<file path="src/hdl/cfr_consts.svh">
// Offsets, field positions, reset values and timing of the result bank
`ifndef CFR_CONSTS_SVH
`define CFR_CONSTS_SVH

// Register bus widths
`define CFR_ADDR_W 16
`define CFR_DATA_W 16

// Register offsets on the management port
`define CFR_OFF_CTRL 16'h001E
`define CFR_OFF_RESULT 16'h016B
`define CFR_OFF_LOC_LOW 16'h0180
`define CFR_OFF_LOC_HIGH 16'h0181
`define CFR_OFF_POLARITY 16'h018A
`define CFR_OFF_IRQ_STATUS 16'h01A0
`define CFR_OFF_IRQ_ENABLE 16'h01A1
`define CFR_OFF_IRQ_CLEAR 16'h01A2

// Field positions
`define CFR_CTRL_START 15
`define CFR_CTRL_DONE 1
`define CFR_CTRL_FAIL 0
`define CFR_RES_FAULT 9
`define CFR_RES_SHORT 8
`define CFR_POL_PEAK1 11
`define CFR_IRQ_DONE 0
`define CFR_IRQ_FAIL 1

// Sizes, reset values and encodings
`define CFR_NUM_PEAKS 4
`define CFR_IRQ_W 2
`define CFR_REG_RESET 16'h0000
`define CFR_PEAK_BIAS 8'h04
`define CFR_CODE_MAX 8'hFF

// Engine watchdog: time in microseconds and clock rate in MHz
`define CFR_TIMEOUT_US 10000
`define CFR_CLK_MHZ 250

`endif

</file>
<file path="src/hdl/cfr_pkg.sv">
// Types shared by the cable reflection result bank
package cfr_pkg;
    typedef enum logic [0:0] {
        CFR_IDLE,
        CFR_RUN
    } cfr_state_t;

    typedef logic [7:0] cfr_code_t;
    typedef logic [15:0] cfr_word_t;
endpackage

</file>
<file path="src/hdl/cfr_result_if.sv">
// Captured measurement results passed from the encoder to the bank
`timescale 1ns/100ps
interface cfr_result_if;
    logic fault_found;
    logic fault_short;
    logic [7:0] fault_dist;
    logic [31:0] peak_code;
    logic [3:0] peak_neg;

    modport encoder (
        output fault_found,
        output fault_short,
        output fault_dist,
        output peak_code,
        output peak_neg
    );

    modport bank (
        input fault_found,
        input fault_short,
        input fault_dist,
        input peak_code,
        input peak_neg
    );
endinterface

</file>
<file path="src/hdl/cfr_result_bank.sv">
// Cable reflection result bank: control, results, interrupts
`timescale 1ns/100ps
`include "cfr_consts.svh"

// Functional notes
// - Result bit 9 is one when the measurement found a fault.
// - Result bit 8 is one for a short, zero for open.
// - Result bits 7:0 give fault distance in 1.5 metre steps.
// - Peak code equals distance steps plus four.
// - Peaks one and two at 0x0180, three and four at 0x0181.
// - Polarity bits 14..11 serve peaks four down to one; one is negative.
// - A short shows negative polarity, an open shows positive.
// - Result fields are read-only, reset to zero, reserved bits zero.
// - Writing one to control bit 15 starts; hardware clears it.
// - Control bit 1 is set at a good completion, zero while incomplete or after a failure.
// - Control bit 0 is set when the measurement fails.
module cfr_result_bank #(
    parameter int unsigned TIMEOUT_CYC =
        `CFR_TIMEOUT_US * `CFR_CLK_MHZ
) (
    input wire logic mclk_i,
    input wire logic arst_n_i,
    input wire logic [15:0] reg_addr_i,
    input wire logic [15:0] reg_wdata_i,
    input wire logic reg_wr_i,
    input wire logic reg_rd_i,
    output logic [15:0] reg_rdata_o,
    output logic measurement_start_o,
    input wire logic measurement_done_i,
    input wire logic measurement_failed_i,
    input wire logic fault_found_i,
    input wire logic fault_short_i,
    input wire logic [7:0] fault_dist_i,
    input wire logic [3:0] peak_found_i,
    input wire logic [3:0] peak_short_i,
    input wire logic [31:0] peak_steps_i,
    output logic irq_o
);
    // Watchdog width covers the default with room to spare
    localparam int unsigned TMO_W = 24;

    // Sequencer state
    cfr_pkg::cfr_state_t state;
    cfr_pkg::cfr_state_t next_state;

    // Control register bits
    logic ctrl_start;
    logic ctrl_done;
    logic ctrl_fail;
    logic next_start;
    logic next_done;
    logic next_fail;

    // Watchdog against an engine that never answers
    logic [TMO_W-1:0] tmo_cnt;
    logic [TMO_W-1:0] next_tmo_cnt;
    logic tmo_hit;

    // Interrupt enable register and sticky status
    logic [1:0] irq_enable;
    logic [1:0] irq_status;

    // Captured results
    cfr_result_if res ();

    // Write decode
    wire wr_ctrl = reg_wr_i && (reg_addr_i == `CFR_OFF_CTRL);
    wire wr_irq_en = reg_wr_i && (reg_addr_i == `CFR_OFF_IRQ_ENABLE);
    wire wr_irq_clr = reg_wr_i && (reg_addr_i == `CFR_OFF_IRQ_CLEAR);
    wire start_req = wr_ctrl && reg_wdata_i[`CFR_CTRL_START];

    // Engine answers are only honoured while a run is open
    wire running = (state == cfr_pkg::CFR_RUN);
    wire end_ok = running && measurement_done_i && !measurement_failed_i;
    wire end_fail = running && (measurement_failed_i || tmo_hit);
    wire finish = end_ok || end_fail;

    // A start written during a run is ignored: the engine has one job
    wire launch = start_req && !running;

    // Watchdog compare
    assign tmo_hit = running && !measurement_done_i &&
        (tmo_cnt == TMO_W'(TIMEOUT_CYC - 1));

    // Sequencer next state
    always_comb begin
        next_state = state;
        unique case (state)
            cfr_pkg::CFR_IDLE: begin
                if (launch) begin
                    next_state = cfr_pkg::CFR_RUN;
                end
            end
            cfr_pkg::CFR_RUN: begin
                if (finish) begin
                    next_state = cfr_pkg::CFR_IDLE;
                end
            end
        endcase
    end

    // Watchdog counts only inside a run
    always_comb begin
        if (running && !finish) begin
            next_tmo_cnt = tmo_cnt + TMO_W'(1);
        end else begin
            next_tmo_cnt = '0;
        end
    end

    // Start bit stays high through the run, then clears by itself
    always_comb begin
        next_start = ctrl_start;
        if (launch) begin
            next_start = 1'b1;
        end else if (finish) begin
            next_start = 1'b0;
        end
    end

    // Done and fail drop at start; done rises on a good end of the run, fail on a failed one
    always_comb begin
        next_done = ctrl_done;
        next_fail = ctrl_fail;
        if (launch) begin
            next_done = 1'b0;
            next_fail = 1'b0;
        end else begin
            if (end_ok) begin
                next_done = 1'b1;
            end
            if (end_fail) begin
                next_fail = 1'b1;
            end
        end
    end

    // Sequencer and control registers
    always_ff @(posedge mclk_i or negedge arst_n_i) begin
        if (!arst_n_i) begin
            state <= cfr_pkg::CFR_IDLE;
            tmo_cnt <= '0;
        end else begin
            state <= next_state;
            tmo_cnt <= next_tmo_cnt;
        end
    end

    always_ff @(posedge mclk_i or negedge arst_n_i) begin
        if (!arst_n_i) begin
            ctrl_start <= 1'b0;
            ctrl_done <= 1'b0;
            ctrl_fail <= 1'b0;
        end else begin
            ctrl_start <= next_start;
            ctrl_done <= next_done;
            ctrl_fail <= next_fail;
        end
    end

    // Engine start is a one-cycle pulse, straight from a flop
    always_ff @(posedge mclk_i or negedge arst_n_i) begin
        if (!arst_n_i) begin
            measurement_start_o <= 1'b0;
        end else begin
            measurement_start_o <= launch;
        end
    end

    // Interrupt enable, written by software
    always_ff @(posedge mclk_i or negedge arst_n_i) begin
        if (!arst_n_i) begin
            irq_enable <= 2'h0;
        end else if (wr_irq_en) begin
            irq_enable <= reg_wdata_i[1:0];
        end
    end

    // Results clear at start and load only on a good completion
    cfr_peak_encoder u_encoder (
        .mclk_i(mclk_i),
        .arst_n_i(arst_n_i),
        .clear_i(launch),
        .load_i(end_ok),
        .fault_found_i(fault_found_i),
        .fault_short_i(fault_short_i),
        .fault_dist_i(fault_dist_i),
        .peak_found_i(peak_found_i),
        .peak_short_i(peak_short_i),
        .peak_steps_i(peak_steps_i),
        .res(res.encoder)
    );

    // Done and fail events feed the sticky status
    wire [1:0] irq_events = {end_fail, end_ok};

    cfr_irq_ctrl u_irq (
        .mclk_i(mclk_i),
        .arst_n_i(arst_n_i),
        .event_i(irq_events),
        .enable_i(irq_enable),
        .clear_i(wr_irq_clr),
        .clear_mask_i(reg_wdata_i[1:0]),
        .status_o(irq_status),
        .irq_o(irq_o)
    );

    // Read images; every unnamed bit is tied to zero
    wire [15:0] img_ctrl = {ctrl_start, 13'h0000, ctrl_done, ctrl_fail};

    wire [15:0] img_result = {6'h00,
        res.fault_found,
        res.fault_short,
        res.fault_dist};

    wire [15:0] img_loc_low = {res.peak_code[15:8],
        res.peak_code[7:0]};

    wire [15:0] img_loc_high = {res.peak_code[31:24],
        res.peak_code[23:16]};

    // Software may only trust a polarity bit whose peak byte is non-zero;
    // an absent peak always reads positive here, so a stale bit never shows
    wire [15:0] img_polarity = {1'b0, res.peak_neg[3:0],
        11'h000};

    wire [15:0] img_irq_status = {14'h0000, irq_status};
    wire [15:0] img_irq_enable = {14'h0000, irq_enable};

    // Read select; unmapped and write-only offsets read zero
    logic [15:0] rd_mux;

    always_comb begin
        unique case (reg_addr_i)
            `CFR_OFF_CTRL: rd_mux = img_ctrl;
            `CFR_OFF_RESULT: rd_mux = img_result;
            `CFR_OFF_LOC_LOW: rd_mux = img_loc_low;
            `CFR_OFF_LOC_HIGH: rd_mux = img_loc_high;
            `CFR_OFF_POLARITY: rd_mux = img_polarity;
            `CFR_OFF_IRQ_STATUS: rd_mux = img_irq_status;
            `CFR_OFF_IRQ_ENABLE: rd_mux = img_irq_enable;
            default: rd_mux = `CFR_REG_RESET;
        endcase
    end

    // Read data stand for exactly the cycle after the strobe
    always_ff @(posedge mclk_i or negedge arst_n_i) begin
        if (!arst_n_i) begin
            reg_rdata_o <= `CFR_REG_RESET;
        end else if (reg_rd_i) begin
            reg_rdata_o <= rd_mux;
        end else begin
            reg_rdata_o <= `CFR_REG_RESET;
        end
    end
endmodule

</file>
<file path="src/hdl/cfr_peak_encoder.sv">
// Encodes and holds the fault and peak results of one measurement
`timescale 1ns/100ps
`include "cfr_consts.svh"
module cfr_peak_encoder (
    input wire logic mclk_i,
    input wire logic arst_n_i,
    input wire logic clear_i,
    input wire logic load_i,
    input wire logic fault_found_i,
    input wire logic fault_short_i,
    input wire logic [7:0] fault_dist_i,
    input wire logic [3:0] peak_found_i,
    input wire logic [3:0] peak_short_i,
    input wire logic [31:0] peak_steps_i,
    cfr_result_if.encoder res
);
    logic [31:0] next_code;

    // Code is steps plus bias, saturated; an absent peak reads zero
    genvar g;
    generate
        for (g = 0; g < `CFR_NUM_PEAKS; g++) begin : g_peak
            logic [8:0] biased;
            assign biased = {1'b0, peak_steps_i[g*8 +: 8]} +
                {1'b0, `CFR_PEAK_BIAS};
            assign next_code[g*8 +: 8] = !peak_found_i[g] ? 8'h00 :
                biased[8] ? `CFR_CODE_MAX : biased[7:0];
        end
    endgenerate

    // Cleared at start, loaded once at a good completion, held otherwise
    always_ff @(posedge mclk_i or negedge arst_n_i) begin
        if (!arst_n_i) begin
            res.fault_found <= 1'b0;
            res.fault_short <= 1'b0;
            res.fault_dist <= 8'h00;
            res.peak_code <= 32'h0000_0000;
            res.peak_neg <= 4'h0;
        end else if (clear_i) begin
            res.fault_found <= 1'b0;
            res.fault_short <= 1'b0;
            res.fault_dist <= 8'h00;
            res.peak_code <= 32'h0000_0000;
            res.peak_neg <= 4'h0;
        end else if (load_i) begin
            res.fault_found <= fault_found_i;
            res.fault_short <= fault_found_i & fault_short_i;
            res.fault_dist <= fault_found_i ? fault_dist_i : 8'h00;
            res.peak_code <= next_code;
            res.peak_neg <= peak_found_i & peak_short_i;
        end
    end
endmodule

</file>
<file path="src/hdl/cfr_irq_ctrl.sv">
// Sticky event status with enable gating onto one level interrupt
`timescale 1ns/100ps
`include "cfr_consts.svh"
module cfr_irq_ctrl (
    input wire logic mclk_i,
    input wire logic arst_n_i,
    input wire logic [1:0] event_i,
    input wire logic [1:0] enable_i,
    input wire logic clear_i,
    input wire logic [1:0] clear_mask_i,
    output logic [1:0] status_o,
    output logic irq_o
);
    logic [1:0] next_status;

    // A set in the clearing cycle wins, so no event is lost
    assign next_status = (status_o & ~({2{clear_i}} & clear_mask_i)) | event_i;

    always_ff @(posedge mclk_i or negedge arst_n_i) begin
        if (!arst_n_i) begin
            status_o <= 2'h0;
            irq_o <= 1'b0;
        end else begin
            status_o <= next_status;
            irq_o <= |(next_status & enable_i);
        end
    end
endmodule

</file>
<file path="config.mk">
export PLATFORM = sky130hd
export DESIGN_NAME = cfr_result_bank
export DESIGN_NICKNAME = d
export VERILOG_FILES = /design/src/hdl/cfr_pkg.sv /design/src/hdl/cfr_result_if.sv /design/src/hdl/cfr_result_bank.sv /design/src/hdl/cfr_peak_encoder.sv /design/src/hdl/cfr_irq_ctrl.sv
export VERILOG_INCLUDE_DIRS = /design/src /design/src/hdl
export SDC_FILE = /design/constraint.sdc
export NUM_CORES = 1
export LEC_CHECK = 0
export ABC_AREA = 1
export BUFFER_PORTS_ARGS = -buffer_cell sky130_fd_sc_hd__buf_2
export CAP_MARGIN = 20
export CORE_AREA = 3 3 103 105
export CTS_CLUSTER_SIZE = 28
export DETAILED_ROUTE_END_ITERATION = 8
export DIE_AREA = 0 0 106 108
export PLACE_DENSITY = 0.78
export SLEW_MARGIN = 20
export SYNTH_ARGS = -nofsm -noshare
export SYNTH_HDL_FRONTEND = slang
export SYNTH_SLANG_ARGS = --single-unit
</file>
<file path="constraint.sdc">
create_clock -name mclk_i -period 2.5 [get_ports mclk_i]
set_input_delay 0.375 -clock mclk_i [delete_from_list [all_inputs] [get_ports mclk_i]]
set_output_delay 0.375 -clock mclk_i [all_outputs]
set_load 0.03 [all_outputs]
</file>
* After elaboration in Yosys (flattened, before gate mapping) *
Cells that the tools add are included.

storage, ports and cells
  output and inout bits = 18
  register bits = 96
  bits of input ports = 88

operators by class
  eq/ne operators = 9
  add/subtract/negate cells = 5
  multiplexer cells = 31
  bitwise logic cells = 8
  reduce and logical (&&, ||, !) cells = 21

operator list
  cell                     count
  $eq A16 B9 Y1 const B    7
  $pmux W16 S7             1
  $mux W8                  11
  $mux W32                 2
  $add A8 B3 Y9 const B    4
  $add A24 B1 Y24 const B  1
  $eq A24 B22 Y1 const B   1
  $mux W24                 1
  $eq A16 B5 Y1 const B    1
  $mux W16                 1
  $mux W1                  12
  $logic_and A1 B1 Y1      11
  $mux W4                  2
  $and A2 B2 Y2            3
  $reduce_bool A2 Y1       3
  $and A4 B4 Y4            1
  $logic_not A1 Y1         4
  $logic_or A1 B1 Y1       2
  $not A2 Y2               1
  $or A2 B2 Y2             1
  $pmux W1 S2              1
  $reduce_or A2 Y1         1
  $and A1 B1 Y1            1
  $not A1 Y1               1

* Logic depth before layout (Yosys ltp) *
  depth in word-level cells = 9
  mapped depth = 11
  depth with buffers taken out = 11

* Cells and area by module *
From an unflattened synthesis, not the netlist that was laid out.

second synthesis, totals
  cells, all modules = 681
  area total of the unflattened synthesis = 5166.2 sq um

modules (own cells, without submodules)
  module            seq. area each (sq um)  area an instance (sq um)  times used  cells each
  cfr_result_bank   1176.1                  2768.9                    1           377
  cfr_peak_encoder  1151.1                  2275.9                    1           290
  cfr_irq_ctrl      75.1                    121.4                     1           14

* Least setup slack after synthesis *
No wires, ideal clock.

  kind = register to register
  start point = reg tmo_cnt[0]
  end point = reg state, in the netlist running
  setup time = 0.119 ns
  slack = 0.993 ns
  cell stages (with the launch flop) = 12
  path buffers = 1
  arrival time = 1.387 ns
  cells stage by stage = dfrtp_1 ha_1 nand3_2 inv_1 nand3_1 nor2_1 nand2_1 nand2_1 nand2_1 nand3_2 buf_4 nand2_1

between the ends
  longest elaborated chain between the ends = 7

RTL lines
  item                      line                    text
  start: declaration        cfr_result_bank.sv:55   logic [TMO_W-1:0] tmo_cnt;
  start signal: assignment  cfr_result_bank.sv:145  tmo_cnt <= next_tmo_cnt;
  $eq A24 B22 Y1            cfr_result_bank.sv:83   (tmo_cnt == TMO_W'(TIMEOUT_CYC - 1));
  $logic_and A1 B1 Y1       cfr_result_bank.sv:82   assign tmo_hit = running && !measurement_done_i &&
  $logic_or A1 B1 Y1        cfr_result_bank.sv:75   wire end_fail = running && (measurement_failed_i || tmo_hit);
  $logic_and A1 B1 Y1       cfr_result_bank.sv:75
  $logic_or A1 B1 Y1        cfr_result_bank.sv:76   wire finish = end_ok || end_fail;
  $mux W1                   cfr_result_bank.sv:95   if (finish) begin
  $pmux W1 S2               cfr_result_bank.sv:88   unique case (state)
  named net next_state      cfr_result_bank.sv:44   cfr_pkg::cfr_state_t next_state;
  end signal: assignment    cfr_result_bank.sv:141  state <= cfr_pkg::CFR_IDLE;
  end signal: assignment    cfr_result_bank.sv:144  state <= next_state;
  end: declaration          cfr_result_bank.sv:43   cfr_pkg::cfr_state_t state;

The timed path passes the listed nets, and every way through them passes these cells.
A chain may end at the register's enable or synchronous reset.

* Worst setup path in the final report *
  start point = reg tmo_cnt[0]
  end point = reg tmo_cnt[17]

between the ends
  longest elaborated chain between the ends = 8
  elaborated cells on any way between the ends = 9
  classes of those cells = add/sub (1); eq/ne (1); mux (1); reduce/logical (6)

RTL lines
  item                                                     line                    text
  branches (longest 7 deep; another with $add A24 B1 Y24)  -
  $mux W24 *                                               cfr_result_bank.sv:104  if (running && !finish) begin
  named net next_tmo_cnt[17]                               cfr_result_bank.sv:56   logic [TMO_W-1:0] next_tmo_cnt;

Mark *: on every way through the listed nets, which the timed path passes.

==> metrics <==
Global Route Usage Sum=22.8%; Post-DP Area=5880 um2; Clock Latency Late Sink=0.36 ns; Final Non-Filler Cells=932; H-Tree Level Count=3; fmax=0.492 GHz; total grt overflow=0; sequential area share after synthesis=45.1%; worst reg2reg path depth=10; Slew Limit Headroom=64.3%; ratio of cells with drive above 1 in the final layout=19.3%; Netlist cell types=31; Hold/Removal Path Class=in2reg; Hold Violations, Final=0; Layout Cell Area excl Fill=6120 um2; VDD IR max=0.242 mV; Initial Utilization=54.8%; height of the die=108 um; ys async rst share=100%; Main synth FF type=dfrtp_1; max-cap violations=0; Final GP Congestion=0.901; CP max stage delay=0.42 ns; die area=11,400 um2; Hold Path Cell Cnt=3; WS Path Type=reg2reg; most frequent cells in the layout=nand2_1 (208), nor2_1 (109), dfrtp_1 (96); pwr/cell area=481 nW/um2; drt drc=0; synthesis-to-finish area growth=14.8%; vias=4,780; vias in the first global route=4,606; largest net degree at the start of global routing=52; Post-Syn Area=5330 um2; Worst EP arrival=2.31 ns; Syn Inst Count=700; hold_sp=fault_dist_i[1]; CTS Sinks=96; Clock Skews=0.00936 ns; CP Data Required Time=2.78 ns; r2r setup slk=0.47 ns; WL final=12,400 um; r2r startpoint=tmo_cnt[0]$_DFF_PN0_; Port Buffers=92; clk buf depth=2; Slew Viols, Final=0; number of buffers added for setup after CTS=0; startpoint types=flop; Detailed Routing Iterations Pass 1=5; RSZ-0062 raised after global routing=no; die width=106 um; fill cell count=891; Ys Warns=0; Synth Register Bits=96; # rows=36; leakage=3.18 nW; final setup fails=0; Worst-Margin Slew=0.535 ns; hold endpoint=u_encoder.res.fault_dist[1]$_DFFE_PN0P_; Slowest cell on crit path=dfrtp_1; crit end category=flop; syn_nets=793; Setup TNS=0 ns; Core ar.=9730 um2; outcome=finished, final reports clean; fin crit period=2.03 ns; io pins=106; Critical R2R Capture=tmo_cnt[17]$_DFF_PN0_; crit path cell chain=ha_1, nand3_2, inv_1, nand3_1, nor2_1, nand2_1, nand2_1, nand2_1, nand3_2, nor2_1; leading cell type in the layout, fill and taps excluded=nand2_1; detailed placement HPWL=9030 um; Core Util, Final=62.9%; WL per Instance=13.3 um; number of flops mapped to enable cells by yosys=0; Final Cycle Share=81.2%; 1st-iter DRT viols=211; most frequent CP cell=nand2_1; dpl cells=915; Antenna diodes=0; largest fanout on the critical path=25; vias per std cell=5.13; first-pass GRT wire length=20,900 um; NumNets Final=887; CTS tree=done; hold slack=0.207 ns; Mapped Avg Cell Area=7.61 um2; initial antenna violation count=0; clock transition at the registers of the reported paths=0.10 ns; total CTS buffers=9; clock root cell=clkbuf_8; Routed Antenna Nets=0
synth_stat cells (5+ instances only):
cell type  instances  share of area [%]
ha_1               5                1.2
nor2_4            12                2.5
xnor2_1            5               0.82
inv_2              5               0.35
buf_6              5                1.1
nand2_1          208                 15
o21ai_0           22                2.1
nor2_2            11                1.3
nor2_1           109                7.7
o211ai_1           7               0.99
inv_1             69                4.9
dfrtp_1           96                 45
nand4_1           15                1.8
nand3_1           80                7.5
nor3_1             7               0.66
xor2_1            17                2.8
repair_timing:
action	in CTS	in global routing
endpoints found under the hold margin	20	0
hold buffers	1	0
gates resized for setup	0	0
sequential cells by signal, indices dropped and copies added, names as in the netlist:
signal,cells
tmo_cnt,24
irq_enable,2
u_encoder.res.peak_code,32
ctrl_done,1
measurement_start_o,1
u_encoder.res.fault_short,1
u_encoder.res.peak_neg,4
u_encoder.res.fault_found,1
running,1
u_irq.irq_o,1
u_irq.status_o,2
reg_rdata_o,16
ctrl_start,1
u_encoder.res.fault_dist,8
ctrl_fail,1
cell families after synthesis:
logic type / share of synthesized area (%)
adder cells (fa/ha/maj): 1.17
XOR/XNOR: 3.62
AO/OA/AOI/OAI: 3.24
buffers and inverters: 7.58
AND/OR/NAND/NOR: 39.3
flip-flops: 45.1
layout make-up:
class                           instances  area [um2]  area share, %
Timing Repair Buffer                   97         515           8.42
Clock inverter                          6        90.1           1.47
Multi-Input combinational cell        514        2520           41.2
Sequential cell                        96        2400           39.3
Clock buffer                           10         138           2.25
Tap cell                              133         166           2.72
Inverter                               76         285           4.66
critical path, delay by kind of cell (launching register included):
family	cells	cell delay, ns
buf+inv	1	0.07
simple gates	8	1.22
flops	1	0.42
fa+ha+maj	1	0.24
metrics by stage:
step	power [mW]	setup slack, ns
2_1_floorplan	1.69	0.993
3_3_place_gp	1.81	0.541
3_5_place_dp	1.82	0.494
4_1_cts	2.97	0.467
5_1_grt	3.08	0.227
6_report	2.94	0.469
where the power goes:
group / internal [mW] / switching [mW]
combinational: 0.0805 / 0.122
clock: 0.594 / 0.559
sequential: 1.57 / 0.0127
total: 2.25 / 0.694
per-layer routing:
metal,global-route usage (%),vias up,wire [um]
met1,29.4,2247,5370
met2,38.0,130,6200
met3,4.78,19,635
met5,0,-,0
met4,9.07,0,215
li1,-,2384,-
worst max path at each step:
stage	from	endpoint	slack, ns
after floorplan	tmo_cnt[0]$_DFF_PN0_	running$_DFF_PN0_	0.99
after global placement	reg_addr_i[11]	reg_rdata_o[2]$_DFF_PN0_	0.54
after detailed placement	tmo_cnt[0]$_DFF_PN0_	tmo_cnt[22]$_DFF_PN0_	0.49
after CTS	tmo_cnt[0]$_DFF_PN0_	tmo_cnt[22]$_DFF_PN0_	0.47
after global routing	tmo_cnt[0]$_DFF_PN0_	tmo_cnt[0]$_DFF_PN0_	0.23
final	tmo_cnt[0]$_DFF_PN0_	tmo_cnt[17]$_DFF_PN0_	0.47
Power figures use the tool's default switching activity.
